## src/hdl/rss_map.svh

```systemverilog
`ifndef RSS_MAP_SVH
`define RSS_MAP_SVH

////////////////////////////////////////////////////////////////////////////
// Register offsets
`define RSS_OFF_CTRL      8'h00
`define RSS_OFF_OSC_SEL   8'h04
`define RSS_OFF_STATUS    8'h08

////////////////////////////////////////////////////////////////////////////
// Field positions and select reset value
`define RSS_CTRL_IDLE     0
`define RSS_CTRL_STOP     1
`define RSS_STAT_PIN      3
`define RSS_STAT_PORT     4
`define RSS_STAT_CAUSE    8
`define RSS_OSC_SEL_RST   2'h0

////////////////////////////////////////////////////////////////////////////
// Timing
`define RSS_CLK_NS        25
`define RSS_SETTLE_NS     34000
`define RSS_SETTLE_CYC    ((`RSS_SETTLE_NS + `RSS_CLK_NS - 1) / `RSS_CLK_NS)
`define RSS_PIN_MIN_NS    2000

// Option byte wait after reset, cycles
`define RSS_OPT_WAIT0     16'h0100
`define RSS_OPT_WAIT1     16'h0200
`define RSS_OPT_WAIT2     16'h0400
`define RSS_OPT_WAIT3     16'h0800

// Select register wait after stop, cycles
`define RSS_OSC_WAIT0     16'h0080
`define RSS_OSC_WAIT1     16'h0100
`define RSS_OSC_WAIT2     16'h0200
`define RSS_OSC_WAIT3     16'h0400

`endif

```

## src/hdl/rss_pkg.sv

```systemverilog
package rss_pkg;

   typedef enum logic [2:0] {
      ST_RESET,
      ST_OPT_WAIT,
      ST_RUN,
      ST_IDLE,
      ST_STOP,
      ST_SETTLE,
      ST_XTAL_WAIT
   } rss_state_t;

   typedef struct packed {
      logic pin;
      logic wdt;
      logic lvd;
      logic por;
   } rss_src_t;

endpackage : rss_pkg

```

## src/hdl/rss_top.sv

```systemverilog
`timescale 1ns/1ps
`include "rss_map.svh"

module rss_top #(
   parameter int IRQ_N = 8
) (
   input  wire logic              pclk,
   input  wire logic              presetn,
   input  wire logic              psel,
   input  wire logic              penable,
   input  wire logic              pwrite,
   input  wire logic [7:0]        paddr,
   input  wire logic [31:0]       pwdata,
   output logic      [31:0]       prdata,
   output logic                   pready,
   output logic                   pslverr,
   input  wire logic              reset_pin_n,
   input  wire logic              power_on_clear,
   input  wire logic              low_voltage_detector,
   input  wire logic              wdt_overflow,
   input  wire logic [1:0]        opt_osc_wait,
   input  wire logic              opt_pin_as_port,
   input  wire logic              opt_reload_done,
   input  wire logic              osc_is_resonator,
   input  wire logic [IRQ_N-1:0]  irq_req,
   input  wire logic [IRQ_N-1:0]  irq_mask,
   output logic                   cpu_reset_n,
   output logic                   periph_reset_n,
   output logic                   lvd_reset_n,
   output logic                   cpu_halt,
   output logic                   sys_osc_en,
   output logic                   ls_osc_en,
   output logic                   shared_input_port_pin
);

   localparam logic [15:0] SETTLE_CYC = 16'(`RSS_SETTLE_CYC);

   ////////////////////////////////////////////////////////////////////////
   // Input synchronisers
   logic               pin_s;
   logic [2:0]         int_s;
   rss_pkg::rss_src_t  src;

   rss_sync #(
      .WIDTH   (1),
      .RST_VAL (1'b1)
   ) u_sync_pin (
      .clk   (pclk),
      .rst_n (presetn),
      .d     (reset_pin_n),
      .q     (pin_s)
   );

   rss_sync #(
      .WIDTH   (3),
      .RST_VAL (3'h0)
   ) u_sync_int (
      .clk   (pclk),
      .rst_n (presetn),
      .d     ({wdt_overflow, low_voltage_detector, power_on_clear}),
      .q     (int_s)
   );

   ////////////////////////////////////////////////////////////////////////
   // Reset merge
   logic port_win_q;
   logic port_win_d;
   logic pin_low;
   logic int_any;
   logic rst_any;
   logic rst_no_lvd;

   assign pin_low    = ~pin_s;
   assign int_any    = |int_s;
   // Port window opens on internal reset
   assign port_win_d = int_any ? 1'b1 :
                       (opt_reload_done && !pin_low) ? 1'b0 : port_win_q;
   // Pin reset follows the low level unless the pin is a port and its window is closed
   assign src.pin    = pin_low & (~opt_pin_as_port | port_win_q);
   assign src.por    = int_s[0];
   assign src.lvd    = int_s[1];
   assign src.wdt    = int_s[2];
   assign rst_any    = src.pin | src.por | src.lvd | src.wdt;
   // Detector excluded from its own reset
   assign rst_no_lvd = src.pin | src.por | src.wdt;

   always_ff @(posedge pclk or negedge presetn) begin
      if (!presetn) begin
         port_win_q <= 1'b1;
      end else begin
         port_win_q <= port_win_d;
      end
   end

   ////////////////////////////////////////////////////////////////////////
   // APB decode
   logic        wr_en;
   logic        acc;
   logic        hit_ctrl;
   logic        hit_sel;
   logic        hit_stat;
   logic        hit_any;
   logic        idle_wr;
   logic        stop_wr;
   logic        cause_clr_wr;
   logic [1:0]  osc_sel_q;
   logic [1:0]  osc_sel_d;
   logic [3:0]  cause_q;
   logic [3:0]  cause_d;
   logic [3:0]  cause_clr;
   logic [31:0] rdata;
   rss_pkg::rss_state_t state_q;
   rss_pkg::rss_state_t state_d;

   assign acc          = psel & penable & pready;
   assign wr_en        = acc & pwrite;
   assign hit_ctrl     = paddr == `RSS_OFF_CTRL;
   assign hit_sel      = paddr == `RSS_OFF_OSC_SEL;
   assign hit_stat     = paddr == `RSS_OFF_STATUS;
   assign hit_any      = hit_ctrl | hit_sel | hit_stat;
   assign idle_wr      = wr_en & hit_ctrl & pwdata[`RSS_CTRL_IDLE];
   assign stop_wr      = wr_en & hit_ctrl & pwdata[`RSS_CTRL_STOP];
   assign cause_clr_wr = wr_en & hit_stat;
   assign cause_clr    = cause_clr_wr ?
                         pwdata[`RSS_STAT_CAUSE +: 4] : 4'h0;
   assign osc_sel_d    = (wr_en && hit_sel) ? pwdata[1:0] : osc_sel_q;
   // Set wins over clear
   assign cause_d      = (cause_q & ~cause_clr) | src;
   assign rdata        = hit_sel  ? {30'h0, osc_sel_q} :
                         hit_stat ? {20'h0, cause_q, 3'h0,
                                     opt_pin_as_port, pin_s,
                                     3'(state_q)} :
                         32'h0;

   always_ff @(posedge pclk or negedge presetn) begin
      if (!presetn) begin
         pready    <= 1'b0;
         pslverr   <= 1'b0;
         prdata    <= 32'h0;
         osc_sel_q <= `RSS_OSC_SEL_RST;
         cause_q   <= 4'h0;
      end else begin
         pready    <= psel & ~penable;
         pslverr   <= psel & ~penable & ~hit_any;
         prdata    <= (psel && !penable && !pwrite) ? rdata : 32'h0;
         osc_sel_q <= osc_sel_d;
         cause_q   <= cause_d;
      end
   end

   ////////////////////////////////////////////////////////////////////////
   // Standby sequencer
   logic        wake;
   logic [15:0] cnt_q;
   logic [15:0] cnt_d;
   logic [15:0] opt_cnt;
   logic [15:0] xtal_cnt;
   logic        cnt_zero;

   assign wake     = |(irq_req & ~irq_mask);
   assign cnt_zero = cnt_q == 16'h0;
   assign opt_cnt  = (opt_osc_wait == 2'h0) ? `RSS_OPT_WAIT0 :
                     (opt_osc_wait == 2'h1) ? `RSS_OPT_WAIT1 :
                     (opt_osc_wait == 2'h2) ? `RSS_OPT_WAIT2 :
                                              `RSS_OPT_WAIT3;
   assign xtal_cnt = (osc_sel_q == 2'h0) ? `RSS_OSC_WAIT0 :
                     (osc_sel_q == 2'h1) ? `RSS_OSC_WAIT1 :
                     (osc_sel_q == 2'h2) ? `RSS_OSC_WAIT2 :
                                           `RSS_OSC_WAIT3;

   always_comb begin
      state_d = state_q;
      cnt_d   = cnt_zero ? 16'h0 : cnt_q - 16'h1;
      unique case (state_q)
         rss_pkg::ST_RESET: begin
            cnt_d = 16'h0;
            if (!rst_any) begin
               state_d = rss_pkg::ST_OPT_WAIT;
               cnt_d   = opt_cnt;
            end
         end
         rss_pkg::ST_OPT_WAIT: begin
            if (cnt_zero) begin
               state_d = rss_pkg::ST_RUN;
            end
         end
         rss_pkg::ST_RUN: begin
            if (stop_wr && !wake) begin
               state_d = rss_pkg::ST_STOP;
            end else if (idle_wr && !wake) begin
               state_d = rss_pkg::ST_IDLE;
            end
         end
         rss_pkg::ST_IDLE: begin
            if (wake) begin
               state_d = rss_pkg::ST_RUN;
            end
         end
         rss_pkg::ST_STOP: begin
            if (wake) begin
               state_d = rss_pkg::ST_SETTLE;
               cnt_d   = SETTLE_CYC - 16'h1;
            end
         end
         rss_pkg::ST_SETTLE: begin
            if (cnt_zero) begin
               if (osc_is_resonator) begin
                  state_d = rss_pkg::ST_XTAL_WAIT;
                  cnt_d   = xtal_cnt;
               end else begin
                  state_d = rss_pkg::ST_RUN;
               end
            end
         end
         rss_pkg::ST_XTAL_WAIT: begin
            if (cnt_zero) begin
               state_d = rss_pkg::ST_RUN;
            end
         end
      endcase
      if (rst_any) begin
         state_d = rss_pkg::ST_RESET;
         cnt_d   = 16'h0;
      end
   end

   always_ff @(posedge pclk or negedge presetn) begin
      if (!presetn) begin
         state_q <= rss_pkg::ST_RESET;
         cnt_q   <= 16'h0;
      end else begin
         state_q <= state_d;
         cnt_q   <= cnt_d;
      end
   end

   ////////////////////////////////////////////////////////////////////////
   // Outputs
   logic halt_d;
   logic sys_osc_d;

   assign halt_d    = state_d == rss_pkg::ST_IDLE ||
                      state_d == rss_pkg::ST_STOP ||
                      state_d == rss_pkg::ST_SETTLE ||
                      state_d == rss_pkg::ST_XTAL_WAIT;
   assign sys_osc_d = state_d != rss_pkg::ST_RESET &&
                      state_d != rss_pkg::ST_STOP;

   always_ff @(posedge pclk or negedge presetn) begin
      if (!presetn) begin
         cpu_reset_n           <= 1'b0;
         periph_reset_n        <= 1'b0;
         lvd_reset_n           <= 1'b0;
         cpu_halt              <= 1'b0;
         sys_osc_en            <= 1'b0;
         ls_osc_en             <= 1'b0;
         shared_input_port_pin <= 1'b1;
      end else begin
         cpu_reset_n           <= state_d != rss_pkg::ST_RESET &&
                                  state_d != rss_pkg::ST_OPT_WAIT;
         periph_reset_n        <= ~rst_any;
         lvd_reset_n           <= ~rst_no_lvd;
         cpu_halt              <= halt_d;
         sys_osc_en            <= sys_osc_d;
         ls_osc_en             <= ~rst_any;
         shared_input_port_pin <= pin_s;
      end
   end
endmodule : rss_top

```

## src/hdl/rss_sync.sv

```systemverilog
`timescale 1ns/1ps

module rss_sync #(
   parameter int           WIDTH   = 1,
   parameter logic [WIDTH-1:0] RST_VAL = '0
) (
   input  wire logic             clk,
   input  wire logic             rst_n,
   input  wire logic [WIDTH-1:0] d,
   output logic      [WIDTH-1:0] q
);

   logic [WIDTH-1:0] meta_q;

   always_ff @(posedge clk or negedge rst_n) begin
      if (!rst_n) begin
         meta_q <= RST_VAL;
         q      <= RST_VAL;
      end else begin
         meta_q <= d;
         q      <= meta_q;
      end
   end

endmodule : rss_sync

```

## config.mk

```make
export PLATFORM = sky130hd
export DESIGN_NAME = rss_top
export DESIGN_NICKNAME = d
export VERILOG_FILES = /design/src/hdl/rss_pkg.sv /design/src/hdl/rss_top.sv /design/src/hdl/rss_sync.sv
export VERILOG_INCLUDE_DIRS = /design/src /design/src/hdl
export SDC_FILE = /design/constraint.sdc
export NUM_CORES = 1
export LEC_CHECK = 0
export BUFFER_PORTS_ARGS = -buffer_cell sky130_fd_sc_hd__buf_2
export CAP_MARGIN = 40
export CORE_MARGIN = 3
export CORE_UTILIZATION = 51
export DETAILED_ROUTE_END_ITERATION = 10
export GPL_ROUTABILITY_DRIVEN = 0
export PLACE_DENSITY_LB_ADDON = 0.3
export SLEW_MARGIN = 5
export SYNTH_ARGS = -nofsm -noshare
export SYNTH_HDL_FRONTEND = slang
export SYNTH_SLANG_ARGS = --single-unit
```

## constraint.sdc

```tcl
create_clock -name pclk -period 4.2 [get_ports pclk]
set_input_delay 0.21 -clock pclk [delete_from_list [all_inputs] [get_ports pclk]]
set_output_delay 0.21 -clock pclk [all_outputs]
set_load 0.1 [all_outputs]
```

# Word level (Yosys, flattened, before mapping)

Index checks and enable logic that the tools add are counted.

Add/subtract/negate cells: 1
Eq/ne operators: 18
Multiplexer cells: 27
Bitwise logic cells: 28
Reduce and logical (&&, ||, !) cells: 24

Operator list:

| kind                                                                  | count |
|---|---|
| 16-bit two-way mux                                                    | 5 |
| 12-bit two-way mux                                                    | 6 |
| 16-bit case mux with 3 select lines                                   | 1 |
| 11-bit two-way mux                                                    | 3 |
| 3-bit two-way mux                                                     | 8 |
| 3-bit equality test, second input constant                            | 6 |
| 3-bit case mux with 6 select lines                                    | 1 |
| 16-bit logical NOT                                                    | 1 |
| 16-bit by 1-bit subtractor with 16-bit output, second input constant  | 1 |
| 1-bit bitwise AND                                                     | 10 |
| 3-bit by 2-bit equality test with 1-bit output, second input constant | 3 |
| 8-bit bitwise AND                                                     | 1 |
| 8-bit by 3-bit equality test with 1-bit output, second input constant | 1 |
| 8-bit by 4-bit equality test with 1-bit output, second input constant | 1 |
| 1-bit logical AND                                                     | 8 |
| 8-bit logical NOT                                                     | 1 |
| 8-bit inverter                                                        | 1 |
| 8-bit OR reduction                                                    | 1 |
| 1-bit bitwise OR                                                      | 7 |
| 1-bit inverter                                                        | 6 |
| 4-bit bitwise AND                                                     | 1 |
| 2-bit by 1-bit equality test with 1-bit output, second input constant | 2 |
| 2-bit equality test, second input constant                            | 2 |
| 2-bit logical NOT                                                     | 2 |
| 14 further kinds                                                      | 19 |

Bits in registers: 54
Input port bits: 70
Output and inout bits: 41
Logic and storage cells: 116

# Longest topological paths before layout

Gate-level depths: netlist (run 1).

Depth in word-level cells: 14
Gate-level depth with buffers: 8
Depth with buffers taken out: 8

# Modules after synthesis

A second synthesis (run 1) with hierarchy kept.

Cell total of the unflattened synthesis: 252
Area total of the unflattened synthesis: 2,527.4 um2

Modules (own cells, without submodules):

| module                 | times used | cells an instance | area an instance (um2) | seq. area each (um2) |
|---|---|---|---|---|
| rss_top                | 1          | 244               | 2,324.7                | 1,078.5 |
| rss_sync at u_sync_int | 1          | 6                 | 150.1                  | 150.1 |
| rss_sync at u_sync_pin | 1          | 2                 | 52.6                   | 52.6 |

# Worst setup path after synthesis (run 1)

No wires, ideal clock.

Path kind: register to register
Start: register cnt_q[2]
End: register cnt_q[8]
Library setup time: 0.082 ns
Arrival time: 1.929 ns
Required time: 4.118 ns
Path slack: 2.189 ns
Stages on the path, launching flop included: 6
Buffers on the path: 0
Period minus slack after synthesis: 2.011 ns
Path through: dfrtp_1 or4_4 nor3_4 nand2b_4 or4_1 a31oi_1

Word-level cells in the longest chain between the ends: 6
Elaborated cells between the ends (all ways): 8
Classes of those cells: add/sub (1); mux (6); reduce/logical (1)

Ends and longest elaborated chain:

| what                                                                                       | RTL line                       | RTL |
|---|---|---|
| start, declared                                                                            | rss_top.sv:154                 | `logic [15:0] cnt_q;` |
| start signal, assigned                                                                     | rss_top.sv:233                 | `cnt_q <= cnt_d;` |
| 16-bit by 1-bit subtractor with 16-bit output / 16-bit logical NOT (equally long branches) | rss_top.sv:173, rss_top.sv:161 |  |
| 16-bit two-way mux                                                                         | rss_top.sv:173                 | `cnt_d = cnt_zero ? 16'h0 : cnt_q - 16'h1;` |
| 16-bit two-way mux                                                                         | rss_top.sv:207                 | `if (osc_is_resonator) begin` |
| 16-bit two-way mux                                                                         | rss_top.sv:206                 | `if (cnt_zero) begin` |
| 16-bit case mux with 3 select lines *                                                      | rss_top.sv:174                 | `unique case (state_q)` |
| 16-bit two-way mux *                                                                       | rss_top.sv:221                 | `if (rst_any) begin` |
| named net cnt_d[8]                                                                         | rss_top.sv:155                 | `logic [15:0] cnt_d;` |

Mark *: on every way through the listed nets, which the timed path passes. The rest lies on a longest branch.
A chain may end at the register's enable or synchronous reset.

# Worst setup path in the final report (run 1)

Start: register cnt_q[0]
End: register cpu_halt

Word-level cells in the longest chain between the ends: 8
Elaborated cells between the ends (all ways): 12
Classes of those cells: eq/ne (4); mux (4); reduce/logical (4)

Ends and longest elaborated chain:

| what                                                                                         | RTL line                                       | RTL |
|---|---|---|
| 16-bit logical NOT *                                                                         | rss_top.sv:161                                 | `assign cnt_zero = cnt_q == 16'h0;` |
| 3-bit two-way mux (on tied branches)                                                         | rss_top.sv:183, rss_top.sv:216, rss_top.sv:206 |  |
| 3-bit case mux with 6 select lines *                                                         | rss_top.sv:174                                 |  |
| 3-bit two-way mux *                                                                          | rss_top.sv:221                                 |  |
| 3-bit by 2-bit equality test with 1-bit output / 3-bit equality test (equally long branches) | rss_top.sv:242, rss_top.sv:243                 |  |
| 1-bit logical OR                                                                             | rss_top.sv:242                                 | `assign halt_d = state_d == rss_pkg::ST_IDLE \|\|` |
| 1-bit logical OR                                                                             | rss_top.sv:243                                 | `state_d == rss_pkg::ST_STOP \|\|` |
| 1-bit logical OR *                                                                           | rss_top.sv:244                                 | `state_d == rss_pkg::ST_SETTLE \|\|` |
| named net halt_d                                                                             | rss_top.sv:239                                 | `logic halt_d;` |
| end signal, assigned                                                                         | rss_top.sv:263                                 | `cpu_halt <= halt_d;` |
| end, declared                                                                                | rss_top.sv:30                                  | `output logic cpu_halt,` |

Marks and branches as above.

==> results.txt, run 1 <==
----------------------------------------------------
[STA]
  # setup viols final ... 0
  Unrepaired setup endpoints after global routing ... false
  Setup Total Neg Slack ... 0 ns
  Share of the clock period used by the worst path after layout ... between 50 and 60%
  Worst-Margin Slew ... 0.610 ns
  Minimum clock period after layout ... roughly 2.4 ns
  Final hold violations ... 0
  Tightest slew margin relative to the limit ... approximately three fifths
  Final WS setup ... around 1.8 ns
  Max-slew violations ... 0
  Achievable clock frequency ... approximately 410 MHz
  Setup Skew ... approximately 0.0086 ns

[Setup path]
  Critical path data required time ... 4.43 ns
  Element type at the critical path start ... flop
  Longest individual stage delay on the worst path ... between 0.4 and 0.5 ns
  Worst-path cell chain ... inv_1 -> ha_1 -> nor4b_1 -> nand4_1 -> o21ai_0 -> nand2_1 -> or3b_1 -> o21bai_1
  Kind of end point of the critical path ... flop
  Cell with the largest stage delay on the worst path ... sky130_fd_sc_hd__dfrtp_1
  Worst endpoint data arrival time ... around 2.6 ns
  Worst-path fanout max ... 7
  Crit Path Class ... reg2reg

[Synthesis]
  Number of instances in the synthesized netlist ... between 200 and 300
  Share of the synthesized netlist area taken by xor and xnor gates ... about 4%
  Share of async-settable or async-resettable flops after synthesis ... 100%
  Adder-Cell Fraction of Synth Area ... less than 1%
  YS warnings ... 0
  Dominant combinational cell family by area after synthesis ... simple AND/OR/NAND/NOR gates
  Mean post-synth cell area ... between 9 and 10 um^2
  Count of different cell masters after synthesis ... 49
  Largest cells by area after synthesis ... sky130_fd_sc_hd__dfrtp_1, sky130_fd_sc_hd__buf_4, sky130_fd_sc_hd__dfstp_2
  Sequential share of the synthesized area ... 50.0%
  Synthesized cell area ... between 2000 and 3000 um^2
  EDFF count, synth ... 0
  Most used DFF post-synth ... sky130_fd_sc_hd__dfrtp_1
  Post-Synth Simple-Gate Area ... a little under a quarter
  Multiplexer share of the synthesized area ... 1.27%
  Area share of the largest cell type after synthesis ... 45.9%
  Compound-cell area share of the yosys netlist ... under 10%
  Cell type with the largest total area after synthesis ... sky130_fd_sc_hd__dfrtp_1
  Count of state elements after synthesis ... 51

[Layout]
  Number of fill cells in the layout ... between 400 and 500
  Reg area ... about 1300 um^2
  Multi-input logic area ... roughly 1100 um^2
  Post-layout net count ... a little under 400
  Area added between synthesis and finish ... 16.8%
  Share of final-layout standard cells stronger than drive strength 1 ... 25.2%
  Count of antenna diodes in the layout ... 0

[CTS]
  TritonCTS buffer count ... 5
  Postcts setup bufs ... 0
  Post-cts repair resize count ... 0
  Clock transition at the registers of the reported paths ... about 0.1 ns
  Clock tree sinks ... 51
  Clock root buffer ... sky130_fd_sc_hd__clkbuf_8
  Clock Path Buffers ... 2
  TritonCTS clock tree ... done
  Clock insertion delay at the later pin of the skew report ... just over 0.3 ns
  H-Tree Depth ... 2

[Global route]
  Overall fraction of global-route tracks in use ... between 15 and 20%
  Largest net degree at the start of global routing ... 39
  Wire length of the first global-routing pass ... slightly above 8000 um
  Aggregate global routing overflow ... 0
  Number of antenna violations at the first check in global routing ... 0
  Via count of the first global-routing pass ... about 1900

[Placement]
  Quantity of I/O buffers inserted on ports ... around 60
  Worst slack, placed ... between 1.5 and 2 ns
  Post-detail-place hpwl ... 3830 um

[Floorplan]
  Cell row count ... 25
  Floorplan die height ... 76.9 um
  Die width ... slightly below 80 um
  Initial Utilization ... 53.5%
  Die Area ... ~6000 um^2
  Core box area ... 4790 um^2
  Number of top-level pins ... around 110

[Drt]
  DRC marker count from the first detailed-route iteration ... 91
  Post-DR vias/cell ... 4.93
  DR pass1 iterations ... 4
  Total Wirelength ... about 5000 um
  Routed wirelength normalized by instance count ... around 12 um
  Total vias in the final route ... between 1500 and 2000
  Number of remaining DRC errors ... 0
  Number of nets still failing antenna checks after routing ... 0

[Status]
  Result of the run ... completed

[Job]
  # Max-Cap Violations ... 0

[Power]
  Worst IR Drop VDD ... roughly 0.13 mV
  Power per cell area ... approximately 330 nW/um^2
  Leakage power of the design ... approximately 0.0015 uW

[Hold path]
  Worst Hold Class ... in2reg

----------------------------------------------------
==> state kept, by name, summed over array words and instances (netlist names), 2 cells and up <==
signal             flops
u_sync_int.meta_q      3
cnt_q                 16
prdata                 9
state_q                3
osc_sel_q              2
u_sync_int.q           3
cause_q                4
==> synthesized netlist by cell type, types with 6 or more instances <==
cell                      count
sky130_fd_sc_hd__a21oi_1     10
sky130_fd_sc_hd__and2_1       9
sky130_fd_sc_hd__buf_4       24
sky130_fd_sc_hd__dfrtp_1     47
sky130_fd_sc_hd__inv_1       19
sky130_fd_sc_hd__nand2_1     18
sky130_fd_sc_hd__nand3_1      8
sky130_fd_sc_hd__nand4_1      6
sky130_fd_sc_hd__nor2_1      20
sky130_fd_sc_hd__nor3_1      11
sky130_fd_sc_hd__xnor2_1      6
sky130_fd_sc_hd__xor2_1       6
==> path summary, 6_finish.rpt <==
check,slack [ns],cells past startpoint,to,from
max in group asynchronous,3.29,3,u_sync_pin.meta_q,presetn
max,1.78,8,cpu_halt,cnt_q[0]
min reg2reg,0.35,0,u_sync_pin.q,u_sync_pin.meta_q
min,0.02,1,u_sync_int.meta_q[2],wdt_overflow
max reg2reg,1.78,8,cpu_halt,cnt_q[0]
min in group asynchronous,0.34,2,pready,presetn
==> power by group <==
part / leakage (uW) / internal [uW] / switching, uW
sequential: 0.000660 / 499 / 4.36
combinational: 0.000813 / 32.7 / 144
clock: 0.0000502 / 124 / 171
total: 0.00152 / 655 / 319
==> cell usage in the layout (no fill, tap or decap), drive strengths merged, types with 5 or more instances in the layout <==
cell type / Yosys / final
xor2: 6 / 6
a21o: 5 / 5
inv: 19 / 20
xnor2: 6 / 6
clkbuf: 5 / 5
and2: 9 / 9
or3: 5 / 5
nand2: 18 / 18
dfrtp: 47 / 47
nor2b: 5 / 5
nor3: 12 / 12
buf: 24 / 62
nor4: 5 / 5
nand3: 8 / 8
a21oi: 10 / 10
conb: 1 / 23
nor2: 20 / 20
nand4: 6 / 6
==> routing by layer <==
metal,track usage (%),vias to the layer above,part of all wire [%]
met5,0,-,0
met4,6.52,0,1.8
met3,3.99,9,5.3
met2,29.9,51,51
met1,21.0,902,42
li1,-,977,-
==> stage by stage <==
stage / hold WS (ns) / cells / instance area (um^2) / power [uW] / util, %
after floorplan: -0.0856 / 281 / 2640 / 663 / -
after global placement: 0.315 / 380 / 2830 / 683 / 59.2
after detailed placement: 0.139 / 381 / 2850 / 687 / 59.6
after CTS: 0.00109 / 392 / 2980 / 985 / 62.3
after global routing: 0.00247 / 393 / 2990 / 1020 / 62.5
final: 0.0176 / 393 / 2990 / 974 / 62.5
==> repair_timing <==
action                     in CTS  in global routing
hold buffers                    3                  1
hold endpoints to repair       15                  1
setup endpoints to repair       0                  0
==> cells by family after synthesis <==
kind of cell	count (synthesis)
AND/OR/NAND/NOR	105
flip-flops	51
buffers and inverters	48
AO/OA/AOI/OAI	37
XOR/XNOR	12
multiplexers	3
adder cells (fa/ha/maj)	2
other	1
==> critical path: cells and delay by family (launching register included) <==
| family | cells | cell delay (ns) |
|---|---|---|
| buffers and inverters | 1 | 0.11 |
| adder cells (fa/ha/maj) | 1 | 0.18 |
| AND/OR/NAND/NOR | 4 | 1.16 |
| AO/OA/AOI/OAI | 2 | 0.47 |
| flip-flops | 1 | 0.42 |
==> final cells by class <==
class,instances,area share [%]
clock inverter,3,0.962
tap,67,2.80
clock buffer,5,2.30
sequential,51,42.8
multi-input combinational,182,36.5
timing repair buffer,66,12.2
inverter,19,2.38
Note: power is estimated with default switching activity, not from simulation.
==> run 2: changes to the inputs <==
--- a/config.mk
+++ b/config.mk
@@ -6,10 +6,11 @@
 export SDC_FILE = /design/constraint.sdc
 export NUM_CORES = 1
 export LEC_CHECK = 0
+export ABC_AREA = 1
 export BUFFER_PORTS_ARGS = -buffer_cell sky130_fd_sc_hd__buf_2
 export CAP_MARGIN = 40
 export CORE_MARGIN = 3
-export CORE_UTILIZATION = 51
+export CORE_UTILIZATION = 44
 export DETAILED_ROUTE_END_ITERATION = 10
 export GPL_ROUTABILITY_DRIVEN = 0
 export PLACE_DENSITY_LB_ADDON = 0.3
==> constraint.sdc (replaced) <==
create_clock -name pclk -period 2 [get_ports pclk]
set_input_delay 0.1 -clock pclk [delete_from_list [all_inputs] [get_ports pclk]]
set_output_delay 0.1 -clock pclk [all_outputs]
set_load 0.1 [all_outputs]
==> results.txt, run 2 <==
----------------------------------------------------
[Status]
  Result of the run ... completed

[Floorplan]
  Number of top-level pins ... about 110
  Die width ... ~85 um
  Floorplan die height ... 85.0 um
  Core box area ... between 5000 and 6000 um^2
  Die Area ... just over 7000 um^2
  Cell row count ... 28
  Initial Utilization ... around 46%

[Global route]
  Number of antenna violations at the first check in global routing ... 0
  Via count of the first global-routing pass ... 2247
  Aggregate global routing overflow ... 0
  Largest net degree at the start of global routing ... 52
  Wire length of the first global-routing pass ... 9750 um
  Overall fraction of global-route tracks in use ... approximately 17%

[Synthesis]
  Most common cell in the netlist ... sky130_fd_sc_hd__nand2_1
  Sequential share of the synthesized area ... 46.7%
  Largest cells by area after synthesis ... sky130_fd_sc_hd__dfrtp_1, sky130_fd_sc_hd__nand2_1, sky130_fd_sc_hd__nor2_1
  Area share of the largest cell type after synthesis ... between 40 and 50%
  Count of state elements after synthesis ... 51
  Count of different cell masters after synthesis ... 32
  EDFF count, synth ... 0
  Cell type with the largest total area after synthesis ... sky130_fd_sc_hd__dfrtp_1
  Share of async-settable or async-resettable flops after synthesis ... 100%
  Most used DFF post-synth ... sky130_fd_sc_hd__dfrtp_1
  Mean post-synth cell area ... 7.93 um^2
  Synthesized cell area ... 2740 um^2
  Most frequent cells after synthesis ... sky130_fd_sc_hd__nand2_1, sky130_fd_sc_hd__nor2_1, sky130_fd_sc_hd__dfrtp_1, sky130_fd_sc_hd__inv_1, sky130_fd_sc_hd__nand3_1
  Number of instances in the synthesized netlist ... roughly 350
  YS warnings ... 0

[Layout]
  Multi-input logic area ... around 1200 um^2
  Reg area ... 1280 um^2
  Largest register FFs ... 16
  Number of fill cells in the layout ... 569
  Top reg by flops ... cnt_q
  Area added between synthesis and finish ... 17.0%
  Leading cell types in the layout, fill and taps excluded ... sky130_fd_sc_hd__nand2_1, sky130_fd_sc_hd__buf_2, sky130_fd_sc_hd__nor2_1
  Post-layout net count ... 490
  Top Registers ... cnt_q: 16 flops, prdata: 9 flops, cause_q: 4 flops
  Leading cell type in the layout, fill and taps excluded ... sky130_fd_sc_hd__nand2_1
  Share of final-layout standard cells stronger than drive strength 1 ... between 20% and 30%
  Count of antenna diodes in the layout ... 0

[CTS]
  H-Tree Depth ... 2
  TritonCTS buffer count ... 5
  Clock Path Buffers ... 2
  Clock root buffer ... sky130_fd_sc_hd__clkbuf_8
  Clock transition at the registers of the reported paths ... approximately 0.1 ns
  Postcts setup bufs ... 0
  TritonCTS clock tree ... done
  Clock tree sinks ... 51
  Clock insertion delay at the later pin of the skew report ... between 0.3 and 0.4 ns

[Power]
  Fraction of power consumed by combinational cells ... 18.3%
  Register share of total power ... between 50% and 60%
  Int Power ... 1390 uW
  Power per cell area ... between 600 and 700 nW/um^2
  Net switching power of the design ... 722 uW
  Leakage power of the design ... ~0.0018 uW
  Clock group share of total power ... between 30% and 40%
  Worst IR Drop VDD ... between 0.4 and 0.5 mV
  Fraction of power spent switching nets ... 34.3%

[STA]
  Max-slew violations ... 0
  Final hold violations ... 0
  Setup Skew ... between 0.008 and 0.009 ns
  Share of the clock period used by the worst path after layout ... 84.5%
  Setup Total Neg Slack ... 0 ns
  Unrepaired setup endpoints after global routing ... false
  Achievable clock frequency ... just under 600 MHz
  Minimum clock period after layout ... approximately 1.7 ns
  Worst-Margin Slew ... 0.618 ns
  Min Hold Slack ... about 0.011 ns
  Tightest slew margin relative to the limit ... between 50% and 60%
  # setup viols final ... 0

[Setup path]
  Critical path data required time ... between 2 and 2.5 ns
  Crit Path Class ... reg2reg
  Worst endpoint data arrival time ... ~1.9 ns
  Kind of end point of the critical path ... flop
  Worst-path fanout max ... 4
  Element type at the critical path start ... flop

[Placement]
  Quantity of I/O buffers inserted on ports ... 61
  Post-detail-place hpwl ... ~4400 um

[Drt]
  DR pass1 iterations ... 4
  Total vias in the final route ... between 2000 and 2500
  Number of nets still failing antenna checks after routing ... 0
  Total Wirelength ... ~5700 um
  Routed wirelength normalized by instance count ... 11.5 um
  DRC marker count from the first detailed-route iteration ... 181
  Number of remaining DRC errors ... 0
  Post-DR vias/cell ... 4.67

[Hold path]
  Worst Hold Class ... in2reg

[Job]
  # Max-Cap Violations ... 0

----------------------------------------------------
[run 2: area by class of cell]
class	instances	area share, %
Sequential cell	51	39.9
Multi-Input combinational cell	240	36.1
Timing Repair Buffer	70	12.1
Inverter	50	5.85
Tap cell	75	2.92
Clock buffer	5	2.14
Clock inverter	3	0.974
[run 2: stage by stage]
stage               power (uW)  utilization (%)  cell area [um^2]  setup WS (ns)  std cells
floorplan                 1400                -              2830         0.0748        368
global placement          1450             50.9              3050          0.301        480
detailed placement        1460             50.9              3050          0.319        480
CTS                       2130             53.6              3210          0.282        494
global route              2190             53.6              3210         0.0887        494
finish                    2110             53.6              3210          0.309        494
[run 2: worst max-delay path, cell delays in order, from the launching register on]
cell and delay, ns:
sky130_fd_sc_hd__dfrtp_1 0.37, sky130_fd_sc_hd__inv_1 0.10, sky130_fd_sc_hd__ha_1 0.20, sky130_fd_sc_hd__inv_1 0.05
sky130_fd_sc_hd__nor2_1 0.08, sky130_fd_sc_hd__nand4_1 0.08, sky130_fd_sc_hd__nor2_1 0.28, sky130_fd_sc_hd__nor2_1 0.07
sky130_fd_sc_hd__nor2_1 0.09, sky130_fd_sc_hd__nand3_1 0.08, sky130_fd_sc_hd__nand2_1 0.11, sky130_fd_sc_hd__nand2_1 0.07
[run 2: kinds of logic (layout without fill, tap and decap cells)]
family	Yosys count	in the layout	share of synthesized area [%]
compound gates	23	23	4.74
xor+xnor	12	12	3.83
fa+ha+maj	2	2	0.912
buf+inv	77	128	14.0
flops	51	51	46.7
other cells	1	23	0.137
simple gates	180	180	29.6
[run 2: path summary, 6_finish.rpt]
kind	from	endpoint	slack [ns]	cells after the start
worst min register to register	u_sync_int.meta_q[0]	u_sync_int.q[0]	0.36	0
worst min-delay path	psel	pready	0.01	3
min in group asynchronous	presetn	cnt_q[13]	0.41	3
max in group asynchronous	presetn	state_q[0]	1.17	3
worst max-delay path	cnt_q[0]	cpu_reset_n	0.31	11
worst max register to register	cnt_q[0]	cpu_reset_n	0.31	11
[run 2: routing by layer]
metal,share of wire (%),global-route usage (%)
met2,50,27.5
met4,0.53,4.75
met5,0,0
met3,6.9,3.40
met1,43,22.2
[run 2: repair_timing]
action / CTS / global route
hold buffers: 6 / 0
endpoints found under the hold margin: 52 / 0
gates resized for setup: 0 / 0
[run 2: power groups by stage]
stage,combinational (uW),clock (uW),sequential (uW)
4_1_cts,389,683,1060
3_3_place_gp,376,0,1080
2_1_floorplan,289,0,1120
3_5_place_dp,379,0,1080
6_report,387,662,1060
5_1_grt,413,722,1060
